==> config.mk <==
export PLATFORM = sky130hd
export DESIGN_NAME = fbm_host
export DESIGN_NICKNAME = d
export VERILOG_FILES = /design/src/rtl/fbm_host.v
export VERILOG_INCLUDE_DIRS = /design/src /design/src/rtl
export SDC_FILE = /design/constraint.sdc
export NUM_CORES = 1
export LEC_CHECK = 0
export ABC_CLOCK_PERIOD_IN_PS = 10750
export BUFFER_PORTS_ARGS = -buffer_cell sky130_fd_sc_hd__buf_4
export CAP_MARGIN = 40
export CORE_MARGIN = 2
export CORE_UTILIZATION = 57
export DETAILED_ROUTE_END_ITERATION = 10
export HOLD_SLACK_MARGIN = 0.15
export PLACE_DENSITY = 0.85
export SLEW_MARGIN = 30
export SYNTH_ARGS = -nofsm -noshare
export SYNTH_HDL_FRONTEND = slang
export SYNTH_SLANG_ARGS = --single-unit
==> constraint.sdc <==
create_clock -name i_clock -period 10.75 [get_ports i_clock]
set_clock_uncertainty 0.1 [all_clocks]
set_input_delay 2.15 -clock i_clock [delete_from_list [all_inputs] [get_ports i_clock]]
set_output_delay 2.15 -clock i_clock [all_outputs]
set_load 0.05 [all_outputs]
==> src/rtl/fbm_regs.vh <==
`ifndef FBM_REGS_VH
`define FBM_REGS_VH
// Clock period in ps
`define FBM_CLK_PS          10000
// Timing figures in ps as printed
`define FBM_ADDR_ACC_PS     150000
`define FBM_T_RECOVER_PS    50000
`define FBM_T_GLITCH_PS     5000
// Derived cycle counts: least times round up
`define FBM_ACC_CYC   ((`FBM_ADDR_ACC_PS + `FBM_CLK_PS - 1) / `FBM_CLK_PS)
// Sampling lag: three synchroniser stages plus one edge clear of the valid instant
`define FBM_SYNC_CYC  4
// Write pulse framing in cycles: select low to strobe low, strobe high to last write cycle (select rises one cycle later)
`define FBM_STB_LEAD  1
`define FBM_STB_HOLD  1
`define FBM_REC_CYC   ((`FBM_T_RECOVER_PS + `FBM_CLK_PS - 1) / `FBM_CLK_PS)
`define FBM_PULSE_CYC ((`FBM_T_GLITCH_PS + `FBM_CLK_PS - 1) / `FBM_CLK_PS + 1)
// Operation codes on i_op
`define FBM_OP_READ     3'h0
`define FBM_OP_WRITE    3'h1
`define FBM_OP_ID_MFR   3'h2
`define FBM_OP_ID_DEV   3'h3
`define FBM_OP_PROT_VFY 3'h4
`define FBM_OP_PROTECT  3'h5
`define FBM_OP_UNPROT   3'h6
// Identifier address offsets
`define FBM_OFS_MFR     8'h00
`define FBM_OFS_DEV     8'h01
`define FBM_OFS_PROT    8'h02
// Sector field position in the address
`define FBM_SECT_LSB    12
// Bit positions on the address and data pins
`define FBM_OFS_HI      7
`define FBM_UNPROT_BIT  6
`define FBM_PROT_BIT    0
`endif
==> src/rtl/fbm_host.v <==
// Summary of operation
// - Identifier read: id line elevated, code-select low gives maker, high device.
// - Write needs chip select, write strobe low, output gate high.
// - Unprotect clears all sectors; protect all sectors first.
// - Protection query: read offset 02h with sector bits; bit zero set means protected.
// - Reset low is deep power down; wait recovery before the first read.
`timescale 1ns/1ps
`default_nettype none
`include "fbm_regs.vh"
module fbm_host #(
  parameter AW = 19,
  parameter DW = 16
) (
  input  wire          i_clock,         // System clock
  input  wire          i_sys_rst,       // Async reset, active high
  input  wire          i_req,           // Operation request pulse
  input  wire [2:0]    i_op,            // Operation code
  input  wire [AW-1:0] i_addr,          // Address for the operation
  input  wire [DW-1:0] i_wdata,         // Write data
  input  wire          i_dev_reset,     // Request to hold device in reset
  input  wire          i_temp_unprot,   // Request temporary unprotect mode
  input  wire [DW-1:0] i_dq_in,         // Data pins from device
  output reg           o_busy,          // Operation in progress
  output reg           o_done,          // Operation finished pulse
  output reg  [DW-1:0] o_rdata,         // Captured read data
  output reg           o_protected,     // Last protection query result
  output reg  [AW-1:0] o_addr,          // Address pins
  output reg  [DW-1:0] o_dq_out,        // Data pin drive
  output reg           o_dq_oe,         // Data pin drive enable
  output reg           o_chip_sel_n,    // Chip select, active low
  output reg           o_out_gate_n,    // Output gate, active low
  output reg           o_wr_strobe_n,   // Write strobe, active low
  output reg           o_reset_n,       // Device reset, active low
  output reg           o_reset_hv,      // Reset pin raised to elevated voltage
  output reg           o_id_hv,         // Id select line at elevated voltage
  output reg           o_out_gate_hv    // Output gate at elevated voltage
);
  localparam CW = 8;
  // Counts are worked out as integers, then cut to the counter width on purpose
  localparam integer  ACC_I   = `FBM_ACC_CYC;
  localparam integer  REC_I   = `FBM_REC_CYC;
  localparam integer  PULSE_I = `FBM_PULSE_CYC;
  localparam integer  LEAD_I  = `FBM_STB_LEAD;
  localparam integer  CAP_I   = ACC_I + `FBM_SYNC_CYC;
  localparam integer  OFF_I   = LEAD_I + PULSE_I;
  localparam integer  LAST_I  = OFF_I + `FBM_STB_HOLD;
  localparam [CW-1:0] REC_CYC = REC_I[CW-1:0];
  localparam [CW-1:0] CAP_CYC = CAP_I[CW-1:0];
  localparam [CW-1:0] STB_ON  = LEAD_I[CW-1:0];
  localparam [CW-1:0] STB_OFF = OFF_I[CW-1:0];
  localparam [CW-1:0] WR_LAST = LAST_I[CW-1:0];
  localparam [4:0] S_IDLE = 5'h01;
  localparam [4:0] S_RECV = 5'h02;
  localparam [4:0] S_RD   = 5'h04;
  localparam [4:0] S_WR   = 5'h08;
  localparam [4:0] S_END  = 5'h10;

  // ******************************************
  // Input synchroniser, three stages
  // ******************************************
  reg [DW-1:0] dq_s1_r;
  reg [DW-1:0] dq_s2_r;
  reg [DW-1:0] dq_s3_r;
  always @(posedge i_clock or posedge i_sys_rst) begin
    if (i_sys_rst) begin
      dq_s1_r <= {DW{1'b0}};
      dq_s2_r <= {DW{1'b0}};
      dq_s3_r <= {DW{1'b0}};
    end else begin
      dq_s1_r <= i_dq_in;
      dq_s2_r <= dq_s1_r;
      dq_s3_r <= dq_s2_r;
    end
  end

  function is_id_op;
    input [2:0] op;
    begin
      is_id_op = (op == `FBM_OP_ID_MFR) || (op == `FBM_OP_ID_DEV) ||
                 (op == `FBM_OP_PROT_VFY);
    end
  endfunction

  // Ops that end in a strobe pulse rather than a data capture
  function is_wr_op;
    input [2:0] op;
    begin
      is_wr_op = (op == `FBM_OP_WRITE) || (op == `FBM_OP_PROTECT) ||
                 (op == `FBM_OP_UNPROT);
    end
  endfunction

  // ******************************************
  // Sequencer
  // ******************************************
  reg [4:0]    state_r;
  reg [CW-1:0] cnt_r;
  reg [2:0]    op_r;
  reg          wake_r;
  always @(posedge i_clock or posedge i_sys_rst) begin
    if (i_sys_rst) begin
      state_r       <= S_IDLE;
      cnt_r         <= {CW{1'b0}};
      op_r          <= `FBM_OP_READ;
      wake_r        <= 1'b1;
      o_busy        <= 1'b0;
      o_done        <= 1'b0;
      o_rdata       <= {DW{1'b0}};
      o_protected   <= 1'b0;
      o_addr        <= {AW{1'b0}};
      o_dq_out      <= {DW{1'b0}};
      o_dq_oe       <= 1'b0;
      o_chip_sel_n  <= 1'b1;
      o_out_gate_n  <= 1'b1;
      o_wr_strobe_n <= 1'b1;
      o_reset_n     <= 1'b0;
      o_reset_hv    <= 1'b0;
      o_id_hv       <= 1'b0;
      o_out_gate_hv <= 1'b0;
    end else begin
      o_done <= 1'b0;
      o_reset_hv <= i_temp_unprot & ~i_dev_reset;
      case (state_r)
        S_IDLE: begin
          o_chip_sel_n  <= 1'b1;
          o_out_gate_n  <= 1'b1;
          o_wr_strobe_n <= 1'b1;
          o_dq_oe       <= 1'b0;
          o_id_hv       <= 1'b0;
          o_out_gate_hv <= 1'b0;
          if (i_dev_reset) begin
            o_reset_n <= 1'b0;
            wake_r    <= 1'b1;
          end else if (i_req) begin
            o_reset_n <= 1'b1;
            o_busy    <= 1'b1;
            op_r      <= i_op;
            cnt_r     <= {CW{1'b0}};
            o_addr    <= i_addr;
            if (is_id_op(i_op) || i_op == `FBM_OP_PROTECT || i_op == `FBM_OP_UNPROT) begin
              o_id_hv <= 1'b1;
              o_addr[`FBM_OFS_HI:0] <= (i_op == `FBM_OP_ID_MFR) ? `FBM_OFS_MFR :
                                       (i_op == `FBM_OP_ID_DEV) ? `FBM_OFS_DEV :
                                       `FBM_OFS_PROT;
              // unprotect select line high only for unprotect
              o_addr[`FBM_UNPROT_BIT] <= (i_op == `FBM_OP_UNPROT);
            end
            o_dq_out <= i_wdata;
            state_r  <= (o_reset_n == 1'b0 || wake_r) ? S_RECV :
                        (is_wr_op(i_op) ? S_WR : S_RD);
          end else begin
            o_reset_n <= 1'b1;
          end
        end
        S_RECV: begin
          cnt_r <= cnt_r + 1'b1;
          if (cnt_r + 1'b1 >= REC_CYC) begin
            wake_r  <= 1'b0;
            cnt_r   <= {CW{1'b0}};
            state_r <= is_wr_op(op_r) ? S_WR : S_RD;
          end
        end
        S_RD: begin
          o_chip_sel_n <= 1'b0;
          o_out_gate_n <= 1'b0;
          cnt_r <= cnt_r + 1'b1;
          // full access time after each new address
          // Sampling right at the valid instant would race the device, so the
          // capture waits one edge more and for the last two stages to agree
          if (cnt_r >= CAP_CYC && dq_s2_r == dq_s3_r) begin
            o_rdata <= dq_s3_r;
            if (op_r == `FBM_OP_PROT_VFY)
              o_protected <= dq_s3_r[`FBM_PROT_BIT];
            state_r <= S_END;
          end
        end
        S_WR: begin
          // write: select and strobe low, gate high
          o_chip_sel_n  <= 1'b0;
          o_out_gate_n  <= 1'b1;
          o_out_gate_hv <= (op_r != `FBM_OP_WRITE);
          o_dq_oe       <= (op_r == `FBM_OP_WRITE);
          cnt_r <= cnt_r + 1'b1;
          // strobe falls after select, held wide
          if (cnt_r == STB_ON)
            o_wr_strobe_n <= 1'b0;
          // strobe rises first, data held past it
          if (cnt_r == STB_OFF)
            o_wr_strobe_n <= 1'b1;
          if (cnt_r == WR_LAST)
            state_r <= S_END;
        end
        S_END: begin
          o_chip_sel_n  <= 1'b1;
          o_out_gate_n  <= 1'b1;
          o_out_gate_hv <= 1'b0;
          o_dq_oe       <= 1'b0;
          o_id_hv       <= 1'b0;
          o_busy        <= 1'b0;
          o_done        <= 1'b1;
          state_r       <= S_IDLE;
        end
        default: state_r <= S_IDLE;
      endcase
    end
  end
endmodule // fbm_host
`default_nettype wire

==> results.md <==
* Share of cells above drive strength 1 at 0.4400
* Routed WL per cell at 17.65 um
* Result of the run: finished, final reports clean
* Hold Path Origin: dq_s1_r[12]
* Post-route minimum period at about 3.5 ns
* Vias at 3343
* Ys Warns at 0
* Die height at between 90 and 100 um
* Hold path endpoint: dq_s2_r[12]
* DP Wirelength at between 6000 and 7000 um
* Largest net degree at the start of global routing at 74
* Final WS setup at 7.257 ns
* Max_cap viols at 0
* Type of the most critical hold path: reg -> reg
* TritonCTS Buffers at 17
* Clock buffer depth at 2
* Cell area after synthesis at 4828 um^2
* H-tree depth at 4
* Max Clk Rate at roughly 290 MHz
* Iter 0 DRT Violations at around 210
* Routed wire length at roughly 11000 um
* Pins Over Slew Limit at 0
* Layout Cells excl Fill at approximately 610
* Worst-path fanout max at 2
* # hold bufs at CTS at 0
* DRT Pass-1 Iters at 5
* CP Cell Sequence: buf_4
* Congestion Overflow GR at 0
* Clk Latency, worst-skew pair at roughly 0.52 ns
* Inst Count DP at roughly 570
* Synth-to-Final Area Change at 33.22%
* Kind of start point of the critical path: flip-flop
* Crit path buffers/inverters at 1
* Top-Level Pins at ~120
* Final setup viols at 0
* Unrepaired setup endpoints after global routing: false
* Critical Path RT at 8.50 ns
* Async set-reset flop share out of synthesis at 1.000
* Critical-path top delay cell: dfstp_2
* Post_cts resized at 0
* Dpl ws at 6.972 ns
* LEAKAGE at 3.098 nW
* Cells after Synth at 358
* Vias in the first global route at 3402
* Clk slew on worst S/H paths at 0.06 ns
* Worst slew pin tran at roughly 0.69 ns
* Syn nets at approximately 420
* Power Density at 288.6 nW/um^2
* DR vias/cell at 5.526
* Initial core utilization at 0.5876
* Clock Sinks at roughly 130
* Max stage delay on crit path at 0.54 ns
* TritonCTS clock tree: yes
* Core area at 8217 um^2
* Critical path class: reg -> out
* Reg2reg end: o_addr[16]
* Power, Total at 0.001856 W
* Site Rows at 33
* Delay-heaviest family, CP: flip-flops
* # port buffers at 120
* Final Hold Violating Endpoints at 0
* Hold depth at 0
* Yosys reg bits at ~130
* Relative slew slack at 0.5370
* Seq/Total Area, Yosys at 0.6595
* DRC Markers at 0
* Reg2Reg Launch Point: state_r[4]
* Diodes inserted at 0
* Synth cell types at 49
* Final ANT Viol Nets at 0
* Nets at 550
* Chip Width at 96.04 um
* Worst r2r path cells at 5
* Reg2reg setup slack at 8.23 ns
* Crit share post-route at 0.3249
* Initial antenna violation count at 0
* Routability cong. at between 0.8 and 0.9
* GR Util All Layers at 0.2469
* Mean area per synthesized cell at 13.49 um^2
* Clock root buffer: clkbuf_8
* Peak VDD IR at 193.1 uV
* Post-synth EDFFs at 0
* Total setup buffers inserted after CTS at 0
* First-pass GRT wire length at 16710 um
* Top FF cell, synth: dfrtp_1
* Setup TNS at 0 ns
* Critical path data arrival time at about 1.2 ns
* CP endpoint kind: output port
* Layout Utilization at 0.7829
* Die ar. at 9223 um^2
==> final cells by class <==
cell class	instances	area (um^2)
clock inverter	15	166.4
timing repair buffer	124	944.7
fill	451	1784
clock buffer	17	414.1
tap	105	131.4
inverter	7	28.78
sequential	127	3184
multi-input combinational	210	1563
==> cell usage after synthesis, types with 2 or more instances <==
library cell    n  area (um^2)
nand2b_1        3        18.77
a21oi_1        12        60.06
ha_1            4        50.05
nand2_1        27        101.4
nor3b_1         2        15.01
a32oi_1         2        17.52
and3_1          5        31.28
o31ai_1         5        37.54
dfrtp_1       122         3053
clkbuf_1       12        45.04
a31oi_1         3        18.77
inv_1           7        26.28
xnor2_1         3        26.28
nor2b_1         4        25.02
o21bai_1        2        15.01
nand3_1         6        30.03
nor3_1          5        25.02
mux2_2         47        529.3
o21ai_0        19        95.09
dfstp_2         5        131.4
xor2_1         17        148.9
nor3_2          2        20.02
nor4_1          7        43.79
nor2_1         11        41.29
or3_1           2        12.51
==> state kept, by name, indices dropped and copies added, names as in the netlist, 3 cells and up <==
register / count
o_addr: 19
dq_s1_r: 16
dq_s2_r: 16
dq_s3_r: 16
o_dq_out: 16
o_rdata: 16
cnt_r: 8
state_r: 5
op_r: 3
==> layer usage <==
metal	track usage	vias to the layer above	share of wire
li1	-	1525	-
met4	0.1155	0	0.025
met3	0.06500	28	0.054
met2	0.4039	123	0.54
met1	0.3074	1667	0.38
met5	0	-	0
==> placed cells by master (no fill, tap or decap), types with 6 or more instances in the layout <==
cell type  netlist  routed
buf_4            1     121
nor4_1           7       7
xor2_1          17      17
nor2_1          11      11
inv_8            0       7
nand3_1          6       6
nand2_1         27      26
a21oi_1         12      12
mux2_2          47      47
dfrtp_1        122     122
inv_1            7       6
clkbuf_16        0      16
o21ai_0         19      19
==> how the worst max path moves through the flow <==
stage / slack (ns) / start / depth (start not counted) / to
final: 7.26 / o_wr_strobe_n / 1 / o_wr_strobe_n
after global routing: 7.21 / o_wr_strobe_n / 1 / o_wr_strobe_n
after CTS: 7.24 / o_chip_sel_n / 1 / o_chip_sel_n
after detailed placement: 6.97 / i_sys_rst / 3 / dq_s1_r[13]
after global placement: 6.96 / i_dev_reset / 4 / o_dq_out[2]
after floorplan: 5.12 / i_sys_rst / 1 / cnt_r[0]
==> metrics by stage <==
stage	cell area [um^2]	hold slack (ns)
after floorplan	4828	0.2312
after detailed placement	5843	0.2355
after global routing	6432	0.2540
after CTS	6424	0.2503
after global placement	5823	0.2316
final	6432	0.2490
==> report_power, final <==
| part | internal (W) | leakage [nW] | total, W | switching (W) |
|---|---|---|---|---|
| logic | 0.000220 | 1.26 | 0.000650 | 0.000430 |
| clock network | 0.000320 | 0.279 | 0.000558 | 0.000238 |
| registers | 0.000580 | 1.56 | 0.000649 | 0.0000686 |
| total | 0.00112 | 3.10 | 0.00186 | 0.000736 |
==> kinds of logic (layout without fill, tap and decap cells) <==
kind of cell	Yosys count	after routing	share of synthesized area
buffers and inverters	21	163	0.01736
adder cells (fa/ha/maj)	4	4	0.01037
flip-flops	127	127	0.6595
AND/OR/NAND/NOR	81	81	0.08837
AO/OA/AOI/OAI	57	57	0.07645
XOR/XNOR	20	20	0.03628
multiplexers	48	48	0.1117
No activity file was read; power rests on OpenSTA's default activity.
